===== config.mk =====
export PLATFORM = sky130hd
export DESIGN_NAME = bis_top
export DESIGN_NICKNAME = d
export VERILOG_FILES = /design/src/bis_pkg.sv /design/src/bis_sync.sv /design/src/bis_top.sv
export SDC_FILE = /design/constraint.sdc
export NUM_CORES = 1
export LEC_CHECK = 0
export BUFFER_PORTS_ARGS = -buffer_cell sky130_fd_sc_hd__buf_2
export CORE_ASPECT_RATIO = 1.4
export CORE_MARGIN = 1
export CORE_UTILIZATION = 57
export CTS_BUF_LIST = sky130_fd_sc_hd__clkbuf_4 sky130_fd_sc_hd__clkbuf_8
export CTS_CLUSTER_SIZE = 10
export DETAILED_ROUTE_END_ITERATION = 6
export GPL_ROUTABILITY_DRIVEN = 0
export PLACE_DENSITY = 0.9
export SYNTH_ARGS = -nofsm -noshare
export SYNTH_HDL_FRONTEND = slang
export SYNTH_HIERARCHICAL = 1
export SYNTH_SLANG_ARGS = --single-unit

===== constraint.sdc =====
create_clock -name i_core_clk -period 7.4 [get_ports i_core_clk]
set_clock_uncertainty 0.2 [all_clocks]
set_input_delay 1.48 -clock i_core_clk [delete_from_list [all_inputs] [get_ports i_core_clk]]
set_output_delay 1.48 -clock i_core_clk [all_outputs]
set_load 0.005 [all_outputs]

===== src/bis_pkg.sv =====
// Constants for the bridge interrupt status block: register offsets,
// flag positions, access masks and values after reset.
// Assumes byte addresses of 12 bits on the plain register port.
package bis_pkg;

  localparam int ADDR_W = 12;
  localparam int DATA_W = 32;

  // Register byte offsets
  localparam logic [11:0] OFF_INT_STATUS = 12'h600;
  localparam logic [11:0] OFF_INT_ENABLE = 12'h604;

  // Flag positions, shared by the status and the enable register
  localparam int BIT_PCI_ERR_LOG = 31;
  localparam int BIT_PROC_ERR_LOG = 30;
  localparam int BIT_MASTER_PARITY = 29;
  localparam int BIT_PCI_CFG_STATUS = 28;
  localparam int BIT_DMA_PROC_ERR = 27;
  localparam int BIT_DMA_PCI_ERR = 26;
  localparam int BIT_DMA_RESET = 25;
  localparam int BIT_DMA_DONE = 24;
  localparam int BIT_PCI_IRQ_FWD = 23;
  localparam int BIT_PCI_PARITY_ERR = 22;
  localparam int BIT_PCI_SYSTEM_ERR = 21;
  localparam int BIT_PROC_IRQ_FWD = 20;
  localparam int BIT_MAILBOX_LO = 16;
  localparam int BIT_PROC_PARITY_ERR = 15;
  localparam int BIT_POWER_STATE = 14;
  localparam int BIT_OUT_POST_NOT_EMPTY = 13;
  localparam int BIT_IN_POST_NEW = 12;
  localparam int BIT_IN_FREE_EMPTY = 11;
  localparam int BIT_OUT_FREE_EMPTY = 10;
  localparam int BIT_IN_POST_FULL = 9;
  localparam int BIT_OUT_FREE_FULL = 8;
  localparam int BIT_SOFT_IRQ_LO = 0;

  // Latched write-one-to-clear flags
  localparam logic [31:0] W1C_MASK = 32'hffff_d00f;
  // Flags that follow queue state, read only
  localparam logic [31:0] QUEUE_MASK = 32'h0000_2f00;
  // Flags set by a one-cycle pulse rather than a rising level
  localparam logic [31:0] PULSE_MASK = 32'h0000_100f;
  // Writable bits of the enable register
  localparam logic [31:0] ENABLE_MASK = 32'hffff_ff0f;

  // Values after reset
  localparam logic [31:0] RST_ENABLE = 32'h0000_0000;
  localparam logic [31:0] RST_LATCHED = 32'h0000_0000;
  localparam logic [31:0] RST_QUEUE = 32'h0000_0c00;
  localparam logic [31:0] RST_PREV = 32'h0000_0000;
  localparam logic [31:0] RD_UNMAPPED = 32'h0000_0000;

  // Pins that pass the synchroniser, asserted-high order
  localparam int PIN_W = 4;
  localparam int PIN_SYSTEM_ERR = 0;
  localparam int PIN_PARITY_ERR = 1;
  localparam int PIN_PCI_IRQ = 2;
  localparam int PIN_PROC_IRQ = 3;

endpackage : bis_pkg


===== src/bis_sync.sv =====
// Two-stage synchroniser for levels entering the core clock domain.
// Assumes an active-low asynchronous reset; the reset value is zero.
`timescale 1ns/1ps
module bis_sync #(
  parameter int WIDTH = 1
) (
  input wire logic i_core_clk, // Core clock
  input wire logic i_rst_b, // Asynchronous reset, active low
  input wire logic i_ce, // Clock enable
  input wire logic [WIDTH-1:0] i_d, // Level from another domain
  output logic [WIDTH-1:0] o_q // Synchronised level
);

  typedef struct packed
  {
    logic [WIDTH-1:0] meta;
    logic [WIDTH-1:0] sync;
  } bis_sync_t;

  bis_sync_t sync_q;
  bis_sync_t sync_d;

  // First stage feeds only the second stage
  always_comb
  begin
    sync_d = sync_q;
    sync_d.meta = i_d;
    sync_d.sync = sync_q.meta;
  end

  always_ff @(posedge i_core_clk or negedge i_rst_b)
  begin
    if (!i_rst_b)
    begin
      sync_q <= '0;
    end
    else if (i_ce)
    begin
      sync_q <= sync_d;
    end
  end

  assign o_q = sync_q.sync;

endmodule : bis_sync


===== src/bis_top.sv =====
// Interrupt status and enable registers of the bus bridge.
// Assumes same-clock event sources, asynchronous bridge pins, and a plain
// register port whose read data appear one cycle after the read strobe.
// Contract
// - Each latched flag sets when its interrupt condition becomes asserted while its enable is set.
// - Latched flag holds until software writes one; writing zero keeps it.
// - Clearing a latched flag leaves the originating source bit untouched.
// - Master parity flag sets only when enabled and source bit becomes set.
// - Queue state flags follow the queues regardless of their enables.
// - Inbound post new-entry flag sets only when enabled on a posting; W1C.
// - Outbound post not-empty reads one while entries exist; zero after reset.
// - Inbound free empty reads one while empty; one after reset.
// - Outbound free empty reads one while empty; one after reset.
// - Inbound post full reads one while full; zero after reset.
// - Outbound free full reads one while full; zero after reset.
// - W1C flag records PCI system-error input mapped to processor interrupt.
// - W1C flag records PCI parity-error input mapped to processor interrupt.
// - W1C flag records PCI interrupt forwarded to processor-bus interrupt.
// - W1C flag records processor-bus interrupt forwarded to PCI interrupt.
// - Four independent W1C software interrupt flags in bits three to zero.
// - W1C power-state-changed flag sets when the power state changes.
// - Enable register at 604 holds one enable per source; one enables.
`timescale 1ns/1ps
module bis_top
  import bis_pkg::*;
(
  input wire logic i_core_clk, // Core clock, 50 MHz
  input wire logic i_rst_b, // Global reset, active low, asynchronous
  input wire logic i_ce, // Clock enable, freezes all state but the reset synchroniser when low
  // Register port
  input wire logic [ADDR_W-1:0] i_addr, // Byte address
  input wire logic [DATA_W-1:0] i_wr_data, // Write data
  input wire logic i_wr, // Write strobe
  input wire logic i_rd, // Read strobe
  output logic [DATA_W-1:0] o_rd_data, // Read data, cycle after strobe
  // Same-clock conditions, level, flag on rising edge
  input wire logic i_pci_err_log, // PCI error log holds an entry
  input wire logic i_proc_err_log, // Processor bus error log holds an entry
  input wire logic i_master_parity_source_bit, // Parity detected source bit
  input wire logic i_pci_cfg_status, // A configuration status bit is set
  input wire logic i_dma_proc_err, // DMA processor bus error
  input wire logic i_dma_pci_err, // DMA PCI error
  input wire logic i_dma_reset, // DMA reset
  input wire logic i_dma_done, // DMA done
  input wire logic [3:0] i_mailbox_event, // Mailbox three to zero written
  input wire logic i_proc_parity_err, // Processor bus data parity error
  input wire logic i_power_state_change, // PCI power state changed
  // Same-clock pulses
  input wire logic i_in_post_new_entry, // Address posted to inbound post queue
  input wire logic [3:0] i_soft_irq_set, // Software interrupt three to zero
  // Queue state, same clock
  input wire logic i_out_post_not_empty, // Outbound post queue holds entries
  input wire logic i_in_free_empty, // Inbound free queue empty
  input wire logic i_out_free_empty, // Outbound free queue empty
  input wire logic i_in_post_full, // Inbound post queue full
  input wire logic i_out_free_full, // Outbound free queue full
  // Asynchronous bridge pins, active low
  input wire logic i_pci_serr_b, // PCI system error pin
  input wire logic i_pci_perr_b, // PCI parity error pin
  input wire logic i_pci_irq_b, // PCI interrupt input pin
  input wire logic i_proc_irq_b, // Processor bus interrupt input pin
  // State for the interrupt mapping logic
  output logic [DATA_W-1:0] o_latched_flags, // Latched flags, registered
  output logic [DATA_W-1:0] o_enable // Enable register, registered
);

  typedef struct packed
  {
    logic [31:0] enable;
    logic [31:0] latched;
    logic [31:0] queue;
    logic [31:0] prev;
    logic [31:0] rdata;
  } bis_state_t;

  bis_state_t st_q;
  bis_state_t st_d;

  logic rst_sync_b;
  logic [PIN_W-1:0] pin_raw;
  logic [PIN_W-1:0] pin_sync;
  logic [31:0] cond;
  logic [31:0] pulse;
  logic [31:0] rise;
  logic [31:0] set_evt;
  logic [31:0] clr_evt;
  logic [31:0] status_view;
  logic wr_status;
  logic wr_enable;

  // Address match for one register word
  function automatic logic bis_hit(input logic [ADDR_W-1:0] addr,
                                   input logic [ADDR_W-1:0] offset);
    bis_hit = (addr == offset);
  endfunction : bis_hit

  // Reset release through two flip-flops
  bis_sync #(
    .WIDTH(1)
  ) u_rst_sync (
    .i_core_clk(i_core_clk),
    .i_rst_b(i_rst_b),
    .i_ce(1'b1),
    .i_d(1'b1),
    .o_q(rst_sync_b)
  );

  // Pins are inverted to asserted-high before the synchroniser
  assign pin_raw[PIN_SYSTEM_ERR] = ~i_pci_serr_b;
  assign pin_raw[PIN_PARITY_ERR] = ~i_pci_perr_b;
  assign pin_raw[PIN_PCI_IRQ] = ~i_pci_irq_b;
  assign pin_raw[PIN_PROC_IRQ] = ~i_proc_irq_b;

  bis_sync #(
    .WIDTH(PIN_W)
  ) u_pin_sync (
    .i_core_clk(i_core_clk),
    .i_rst_b(rst_sync_b),
    .i_ce(i_ce),
    .i_d(pin_raw),
    .o_q(pin_sync)
  );

  // Level conditions placed at their flag positions
  always_comb
  begin
    cond = '0;
    cond[BIT_PCI_ERR_LOG] = i_pci_err_log;
    cond[BIT_PROC_ERR_LOG] = i_proc_err_log;
    cond[BIT_MASTER_PARITY] = i_master_parity_source_bit;
    cond[BIT_PCI_CFG_STATUS] = i_pci_cfg_status;
    cond[BIT_DMA_PROC_ERR] = i_dma_proc_err;
    cond[BIT_DMA_PCI_ERR] = i_dma_pci_err;
    cond[BIT_DMA_RESET] = i_dma_reset;
    cond[BIT_DMA_DONE] = i_dma_done;
    cond[BIT_PCI_IRQ_FWD] = pin_sync[PIN_PCI_IRQ];
    cond[BIT_PCI_PARITY_ERR] = pin_sync[PIN_PARITY_ERR];
    cond[BIT_PCI_SYSTEM_ERR] = pin_sync[PIN_SYSTEM_ERR];
    cond[BIT_PROC_IRQ_FWD] = pin_sync[PIN_PROC_IRQ];
    cond[BIT_MAILBOX_LO +: 4] = i_mailbox_event;
    cond[BIT_PROC_PARITY_ERR] = i_proc_parity_err;
    cond[BIT_POWER_STATE] = i_power_state_change;
  end

  // Pulse sources set their flag directly
  always_comb
  begin
    pulse = '0;
    pulse[BIT_IN_POST_NEW] = i_in_post_new_entry;
    pulse[BIT_SOFT_IRQ_LO +: 4] = i_soft_irq_set;
  end

  assign rise = cond & ~st_q.prev & ~PULSE_MASK;

  assign set_evt = (rise | (pulse & PULSE_MASK)) & st_q.enable & W1C_MASK;

  assign wr_status = i_wr && bis_hit(i_addr, OFF_INT_STATUS);
  assign wr_enable = i_wr && bis_hit(i_addr, OFF_INT_ENABLE);

  assign clr_evt = wr_status ? (i_wr_data & W1C_MASK) : '0;

  assign status_view = (st_q.latched & W1C_MASK) | (st_q.queue & QUEUE_MASK);

  always_comb
  begin
    st_d = st_q;
    st_d.prev = cond;
    st_d.latched = ((st_q.latched & ~clr_evt) | set_evt) & W1C_MASK;
    st_d.queue = '0;
    st_d.queue[BIT_OUT_POST_NOT_EMPTY] = i_out_post_not_empty;
    st_d.queue[BIT_IN_FREE_EMPTY] = i_in_free_empty;
    st_d.queue[BIT_OUT_FREE_EMPTY] = i_out_free_empty;
    st_d.queue[BIT_IN_POST_FULL] = i_in_post_full;
    st_d.queue[BIT_OUT_FREE_FULL] = i_out_free_full;
    if (wr_enable)
    begin
      st_d.enable = i_wr_data & ENABLE_MASK;
    end
    if (i_rd)
    begin
      if (bis_hit(i_addr, OFF_INT_STATUS))
      begin
        st_d.rdata = status_view;
      end
      else if (bis_hit(i_addr, OFF_INT_ENABLE))
      begin
        st_d.rdata = st_q.enable;
      end
      else
      begin
        st_d.rdata = RD_UNMAPPED;
      end
    end
  end

  always_ff @(posedge i_core_clk or negedge rst_sync_b)
  begin
    if (!rst_sync_b)
    begin
      st_q.enable <= RST_ENABLE;
      st_q.latched <= RST_LATCHED;
      st_q.queue <= RST_QUEUE;
      st_q.prev <= RST_PREV;
      st_q.rdata <= RD_UNMAPPED;
    end
    else if (i_ce)
    begin
      st_q <= st_d;
    end
  end

  assign o_rd_data = st_q.rdata;
  assign o_latched_flags = st_q.latched;
  assign o_enable = st_q.enable;

endmodule : bis_top


=== After elaboration in Yosys (flattened, before gate mapping) ===
Index checks and enable logic that the tools add are counted.

* Bits of input ports: 77
* Logic and storage cells: 30
* Output and inout bits: 96
* Flip-flop bits (word level): 116

* Bitwise logic cells: 12
* Equal/unequal tests: 2
* Reductions and logical operators: 4
* Muxes and demuxes: 3

{| class="wikitable"
|+ Operators by type and width
! kind !! number
|-
| bitwise AND 32 bit || 3
|-
| 2-to-1 mux 32 bit || 3
|-
| NOT 32 bit || 2
|-
| OR 32 x 13 -> 32 bit || 1
|-
| OR 32 x 14 -> 32 bit || 1
|-
| OR 32 bit || 1
|-
| equality test 12 x 11 -> 1 bit (second input constant) || 2
|-
| NOT 1 bit || 4
|-
| AND reduction 2 bit || 2
|-
| logical AND 1 bit || 2
|}

=== Depth between registers and ports, before layout ===
Gate-level depths: netlist of run 1.

* Word-level depth: 6
* Depth in mapped cells: 6

=== Hierarchy ===
The synthesis of run 1 kept the hierarchy.

{| class="wikitable"
|+ By module, submodules not included
! module !! cells each !! times used !! area each (um^2)
|-
| bis_top || 458 || 1 || 5159.9
|-
| bis_sync (u_pin_sync) || 17 || 1 || 331.6
|-
| bis_sync (u_rst_sync) || 4 || 1 || 72.6
|}

=== Least setup slack after synthesis of run 1 ===
OpenSTA, ideal clock, no wires.

* Path type: input-to-reg
* From: in i_addr[0]
* To: reg st_q, in the netlist o_enable[10]
* Data required time: 7075 ps
* Library setup time: 125 ps
* Path buffers: 2
* Arrival: 3237 ps
* Stages on the path: 5
* Setup slack: 3838 ps
* Path through: or4b_4 -> buf_6 -> nor4_4 -> buf_6 -> mux2_2

* Cells in the longest elaborated chain, start to end: 3

{| class="wikitable"
|+ Ends and longest elaborated chain
! what !! RTL line !! text
|-
| start: declaration || bis_top.sv:31 || <nowiki>input wire logic [ADDR_W-1:0] i_addr,</nowiki>
|-
| equality test 12 x 11 -> 1 bit || bis_top.sv:94 || <nowiki>bis_hit = (addr == offset);</nowiki>
|-
| logical AND 1 bit || bis_top.sv:158 || <nowiki>assign wr_enable = i_wr && bis_hit(i_addr, OFF_INT_ENABLE);</nowiki>
|-
| AND reduction 2 bit (no source line) || - ||
|-
| end signal: assignment || bis_top.sv:208 || <nowiki>st_q <= st_d;</nowiki>
|-
| end: declaration || bis_top.sv:76 || <nowiki>bis_state_t st_q;</nowiki>
|}

Every way passes these cells.
A chain may end at the register's enable or synchronous reset.

=== Worst setup path after layout of run 1 ===
* From: in i_addr[8]
* To: reg st_q, in the netlist o_enable[2]

Same word-level chain as after synthesis.

==> results_dict.tcl, run 1 <==
set metrics [dict create \
    place_inst 646 \
    grt_pass1_vias 3799 \
    die-area_um2 10200 \
    status "finished clean" \
    path_max_fanout 17 \
    area_growth_syn_to_layout_pct 6.16 \
    grt_max_degree 63 \
    switching_share_pct 24.4 \
    rows 42 \
    reg2reg_from "u_rst_sync/o_q" \
    p_leak_nw 3.02 \
    internal_power_uw 838 \
    ys_ff_latch 112 \
    clock.fmax_mhz 250 \
    setup_viol 0 \
    drive_gt1_share_pct 40.4 \
    seqCellArea_um2 2810 \
    cap_violations 0 \
    crit_chain "buf_2, or4b_1, nor4_4, buf_4, mux2_2" \
    worst_slew_pin_slew_ns 1.05 \
    multi_input_area_um2 1870 \
    routed_wl_um 11400 \
    cts-root-buf "clkbuf_8" \
    synth_cell_types 29 \
    worst-endpoint-required_ns 7.45 \
    p_comb_share_pct 7.9 \
    tns_ns 0 \
    ant_nets 0 \
    routed-via-count 3693 \
    crit_family "simple AND/OR/NAND/NOR gates" \
    timing.critical_path.buf_inv 2 \
    worstPathArrival_ns 4.05 \
    nFillCells 773 \
    drt_iter0_drc 196 \
    critPathLaunch "i_addr[8]" \
    syn_area_um2 5560 \
    cts_tree "done" \
    crit_cells 5 \
    num_io_pins 173 \
    grt_setup_unrepaired "false" \
    min_period_ns 4.01 \
    vdd_drop_max_v 0.000119 \
    dp_hpwl_um 7820 \
    synth_warnings 6 \
    h-tree-depth 3 \
    synth_cells 479 \
    net-switching-power_uw 271 \
    drcViolationCount 0 \
    synth-main-ff-cell "dfrtp_1" \
    initial_utilization_pct 58.8 \
    clk_latency_ns 0.36 \
    grt_use_total_pct 23.5 \
    portBuffers 151 \
    nNetsFinal 624 \
    synth.top_cell.area_share_pct 49.5 \
    reg2regPathDepth 1 \
    slew_viol_final 0 \
    postCtsSetupBuffers 0 \
    ctsHoldBuffers 0 \
    synthArstFlopShare_pct 100 \
    slowest_stage "nor4_4" \
    post_layout_nonfiller_instances 660 \
    post_drt_via_cell_ratio 5.60 \
    p_clk_share_pct 32.8 \
    hold_class "reg -> async" \
    cts_num_sinks 112 \
    final_hold_viol_count 0 \
    wl_per_cell_um 17.3 \
    synth_area_leaders "dfrtp_1 (49%), buf_4 (13%), mux2_2 (7.3%)" \
    p_seq_share_pct 59.3 \
    slew_headroom_pct 29.4 \
    die_height_um 119 \
    synth-edff-count 0 \
    start_kind "input pin" \
    worst_setup_path_end_kind "flip-flop" \
    grt_antenna_before_repair 0 \
    period_share_pct 54.2 \
    path_clk_slew_ns 0.10 \
    p_per_area_nw_per_um2 188 \
    die_w_um 85.5 \
    gr-total-overflow 0 \
    cpPeakStageDelay_ns 0.93 \
    cts-resized-gates 0 \
    critPathKind "in -> reg" \
    core_um2 9460 \
    yosys.area.top_type "dfrtp_1" \
    clockBufferDepth 2 \
    grt_pass1_wl_um 18500 \
    yosysSeqAreaShare_pct 50.4 \
    avgSynthCellArea_um2 11.6 \
    num_antenna_cells 0 \
    drtPass1Iterations 4 \
    cts_buffers 9 \
]
-- registers in the layout, summed over array words and instances (netlist names) --
| signal | count |
|---|---|
| o_enable | 28 |
| o_latched_flags | 23 |
| o_rd_data | 28 |
| st_q | 23 |
| u_pin_sync/o_q | 4 |
| u_pin_sync/sync_d | 4 |
| u_rst_sync/o_q | 1 |
| u_rst_sync/sync_d | 1 |
-- cell families after synthesis --
logic type / after synthesis / share of synthesized area, %
other cells: 2 / 0.135
buf+inv: 144 / 17.2
mux: 44 / 9.44
flops: 112 / 50.4
simple gates: 104 / 12.4
compound gates: 73 / 10.5
-- metrics by stage --
step           util [%]  cell area, µm²  hold slack (ns)  worst slack (ns)  total power [mW]
2_1_floorplan         -            5630            0.269              3.84             0.723
3_3_place_gp       60.4            5710            0.172              3.07             0.752
3_5_place_dp       60.4            5710            0.182              3.04             0.759
4_1_cts            62.4            5910            0.193              3.43              1.12
5_1_grt            62.4            5910            0.230              3.29              1.16
6_report           62.4            5910            0.162              3.39              1.11
-- layer usage --
layer / track usage, % / wire length (µm)
met1: 29.4 / 4710
met2: 40.5 / 5890
met3: 4.30 / 589
met4: 8.85 / 246
met5: 0 / 0
-- synthesized netlist by cell type, types with 3 or more instances --
cell type,n
a211o_1,20
a21o_1,5
a221o_1,25
and2_0,24
and2_1,4
buf_4,96
buf_6,7
clkbuf_1,13
dfrtp_1,110
inv_1,27
mux2_2,36
mux2_4,8
nand2_1,19
nand3_1,7
nand4b_1,4
nor2b_1,17
nor3b_1,17
nor4_1,3
nor4_4,3
o21ai_0,22
-- path summary, 6_finish.rpt --
kind                                       end  slack [ns]
setup / recovery                   o_enable[2]        3.39
hold reg to reg            o_latched_flags[28]        0.16
hold / removal             o_latched_flags[28]        0.16
setup reg to reg             u_pin_sync/o_q[1]        5.61
max in group asynchronous    u_pin_sync/o_q[1]        5.61
min in group i_core_clk           o_rd_data[9]        0.31
-- cell type report --
cell class,count,area share [%]
Clock buffer,11,2.56
Inverter,27,1.72
Multi-Input combinational cell,241,31.7
Clock inverter,3,0.720
Timing Repair Buffer,156,13.4
Tap cell,110,2.33
Sequential cell,112,47.6
-- cell usage in the layout, fill, tap and decap left out, types with 2 or more instances in the layout --
master / synthesis / final
nand3b_1: 2 / 2
o21ai_0: 22 / 22
nor4_4: 3 / 3
buf_4: 96 / 5
a21o_1: 5 / 5
dfstp_2: 2 / 2
buf_2: 1 / 151
nor2b_1: 17 / 17
conb_1: 2 / 20
a211o_1: 20 / 20
mux2_4: 8 / 8
a221o_1: 25 / 25
clkbuf_8: 0 / 11
nand4b_1: 4 / 4
dfrtp_1: 110 / 109
nand2_1: 19 / 19
inv_1: 27 / 27
nor4_1: 3 / 3
nand3_1: 7 / 7
and2_1: 4 / 4
mux2_2: 36 / 36
and2_0: 24 / 24
nor3b_1: 17 / 17
-- power groups by stage --
stage,clock [mW],sequential [mW],combinational (mW)
global placement,0,0.668,0.0840
finish,0.363,0.657,0.0878
floorplan,0,0.676,0.0473
CTS,0.373,0.658,0.0892
global route,0.395,0.663,0.101
detailed placement,0,0.670,0.0888
Note: power is estimated with default switching activity, not from simulation.
==> inputs of run 2 (changes only) <==
--- a/config.mk
+++ b/config.mk
@@ -8,12 +8,12 @@
 export BUFFER_PORTS_ARGS = -buffer_cell sky130_fd_sc_hd__buf_2
 export CORE_ASPECT_RATIO = 1.4
 export CORE_MARGIN = 1
-export CORE_UTILIZATION = 57
+export CORE_UTILIZATION = 48
 export CTS_BUF_LIST = sky130_fd_sc_hd__clkbuf_4 sky130_fd_sc_hd__clkbuf_8
 export CTS_CLUSTER_SIZE = 10
 export DETAILED_ROUTE_END_ITERATION = 6
 export GPL_ROUTABILITY_DRIVEN = 0
-export PLACE_DENSITY = 0.9
+export PLACE_DENSITY = 0.81
 export SYNTH_ARGS = -nofsm -noshare
 export SYNTH_HDL_FRONTEND = slang
 export SYNTH_HIERARCHICAL = 1
==> constraint.sdc (replaced) <==
create_clock -name i_core_clk -period 3.5 [get_ports i_core_clk]
set_clock_uncertainty 0.2 [all_clocks]
set_input_delay 0.7 -clock i_core_clk [delete_from_list [all_inputs] [get_ports i_core_clk]]
set_output_delay 0.7 -clock i_core_clk [all_outputs]
set_load 0.005 [all_outputs]
==> run 2 against run 1 <==
Combinational power is 120% higher. Sequential share of layout area is 1.0 points lower. Cell count grew 6.4%. Setup slack worse by 2.5 ns. Clock-buffer cell count up 1. Flip-flop and latch count unchanged. Register-to-register slack got worse by 3.5 ns. Routed wire length up 5.8%. Sequential power increased by 110%. Highest routed layer unchanged. Final area grew 2.1%.
==> results_dict.tcl, run 2 (synthesis results as in run 1) <==
set metrics [dict create \
    status "finished clean" \
    gr-total-overflow 0 \
    worst_setup_path_end_kind "flip-flop" \
    grt_use_total_pct 20.8 \
    fin_util_pct 53.5 \
    path_clk_slew_ns 0.10 \
    reg2reg_from "u_rst_sync/o_q" \
    grt_max_degree 60 \
    p_clk_share_pct 33.7 \
    rr_endpoint "st_q[75]" \
    post_layout_nonfiller_instances 702 \
    switching_share_pct 24.8 \
    net-switching-power_uw 591 \
    grt_pass1_vias 3849 \
    drcViolationCount 0 \
    path_max_fanout 23 \
    drive_gt1_share_pct 40.9 \
    die_w_um 93.0 \
    die_height_um 129 \
    cts_tree "done" \
    rows 46 \
    num_io_pins 173 \
    internal_power_mw 1.80 \
    routed-via-count 3669 \
    p_leak_nw 3.06 \
    post_drt_via_cell_ratio 5.23 \
    start_kind "input pin" \
    portBuffers 151 \
    vdd_drop_max_v 0.000329 \
    dp_hpwl_um 8320 \
    clockBufferDepth 2 \
    hold_class "reg -> async" \
    cts_buffers 9 \
    p_comb_share_pct 8.0 \
    period_share_pct 74.4 \
    slew_headroom_pct 52.4 \
    initial_utilization_pct 49.3 \
    cap_violations 0 \
    final_hold_viol_count 0 \
    critPathKind "in -> reg" \
    postCtsSetupBuffers 0 \
    grt_setup_unrepaired "false" \
    reg2regPathDepth 1 \
    tns_ns 0 \
    slew_viol_final 0 \
    worstPathArrival_ns 2.66 \
    nNetsFinal 629 \
    worst-endpoint-required_ns 3.56 \
    ant_nets 0 \
    nFillCells 1039 \
    cts-root-buf "clkbuf_8" \
    clock.fmax_mhz 384 \
    place_inst 684 \
    worst_slew_pin_slew_ns 0.713 \
    seqCellArea_um2 2810 \
    layout_common_cells "buf_2 (151), dfrtp_1 (109), mux2_2 (36)" \
    grt_pass1_wl_um 19100 \
    routed_wl_um 12100 \
    die-area_um2 12000 \
    area_growth_syn_to_layout_pct 8.43 \
    clk_latency_ns 0.37 \
    drtPass1Iterations 5 \
    cts_num_sinks 112 \
    r2r_setup_slack_ns 2.09 \
    core_um2 11300 \
    p_seq_share_pct 58.3 \
    p_per_area_nw_per_um2 395 \
    h-tree-depth 3 \
    drt_iter0_drc 130 \
    wl_per_cell_um 17.2 \
    layout_commonest_cell "buf_2" \
    grt_antenna_before_repair 1 \
    setup_viol 0 \
    multi_input_area_um2 1870 \
    min_period_ns 2.61 \
]
-- run 2: power groups by stage --
stage	combinational (mW)	clock [mW]	sequential [mW]
global route	0.217	0.887	1.40
global placement	0.184	0	1.41
detailed placement	0.191	0	1.42
floorplan	0.0999	0	1.43
finish	0.190	0.804	1.39
CTS	0.194	0.832	1.39
-- run 2: how the worst max path moves through the flow --
stage	from	endpoint	depth (start not counted)
6_report	i_addr[8]	o_latched_flags[30]	4
3_3_place_gp	i_addr[8]	o_latched_flags[14]	4
5_1_grt	i_addr[8]	o_latched_flags[30]	4
2_1_floorplan	i_addr[0]	o_enable[10]	5
4_1_cts	i_addr[8]	o_latched_flags[30]	4
3_5_place_dp	i_addr[8]	o_latched_flags[21]	4
-- run 2: metrics by stage --
step | cell area, µm² | total power, mW | setup WS, ns | hold slack (ns)
CTS | 6030 | 2.42 | 0.912 | 0.214
global placement | 5810 | 1.60 | 0.536 | 0.195
floorplan | 5630 | 1.53 | 0.718 | 0.204
global route | 6030 | 2.51 | 0.876 | 0.245
finish | 6030 | 2.39 | 0.895 | 0.184
detailed placement | 5810 | 1.61 | 0.502 | 0.209
-- run 2: layout make-up --
type / instances / area share (%)
multi-input cells: 241 / 31.0
diodes: 1 / 0.0415
repair buffers: 161 / 14.2
flip-flops and latches: 112 / 46.6
clock inverters: 4 / 0.850
well taps: 144 / 2.99
clock buffers: 12 / 2.63
inverters: 27 / 1.68
-- run 2: routing by layer --
| layer | global-route usage (%) | routed length, µm | part of all wire [%] |
|---|---|---|---|
| met3 | 3.52 | 614 | 5.1 |
| met5 | 0 | 0 | 0 |
| met2 | 34.7 | 6150 | 51 |
| met1 | 26.3 | 5110 | 42 |
| met4 | 9.95 | 232 | 1.9 |
-- run 2: what timing repair did --
| item | CTS | global route |
|---|---|---|
| hold endpoints to repair | 2 | 0 |
| hold buffers | 1 | 0 |
| resized for setup | 0 | 0 |
-- run 2: critical path: stages --
cell     delay [ns]
buf_2          0.09
or4b_1         0.74
or4_4          0.77
a211o_1        0.36
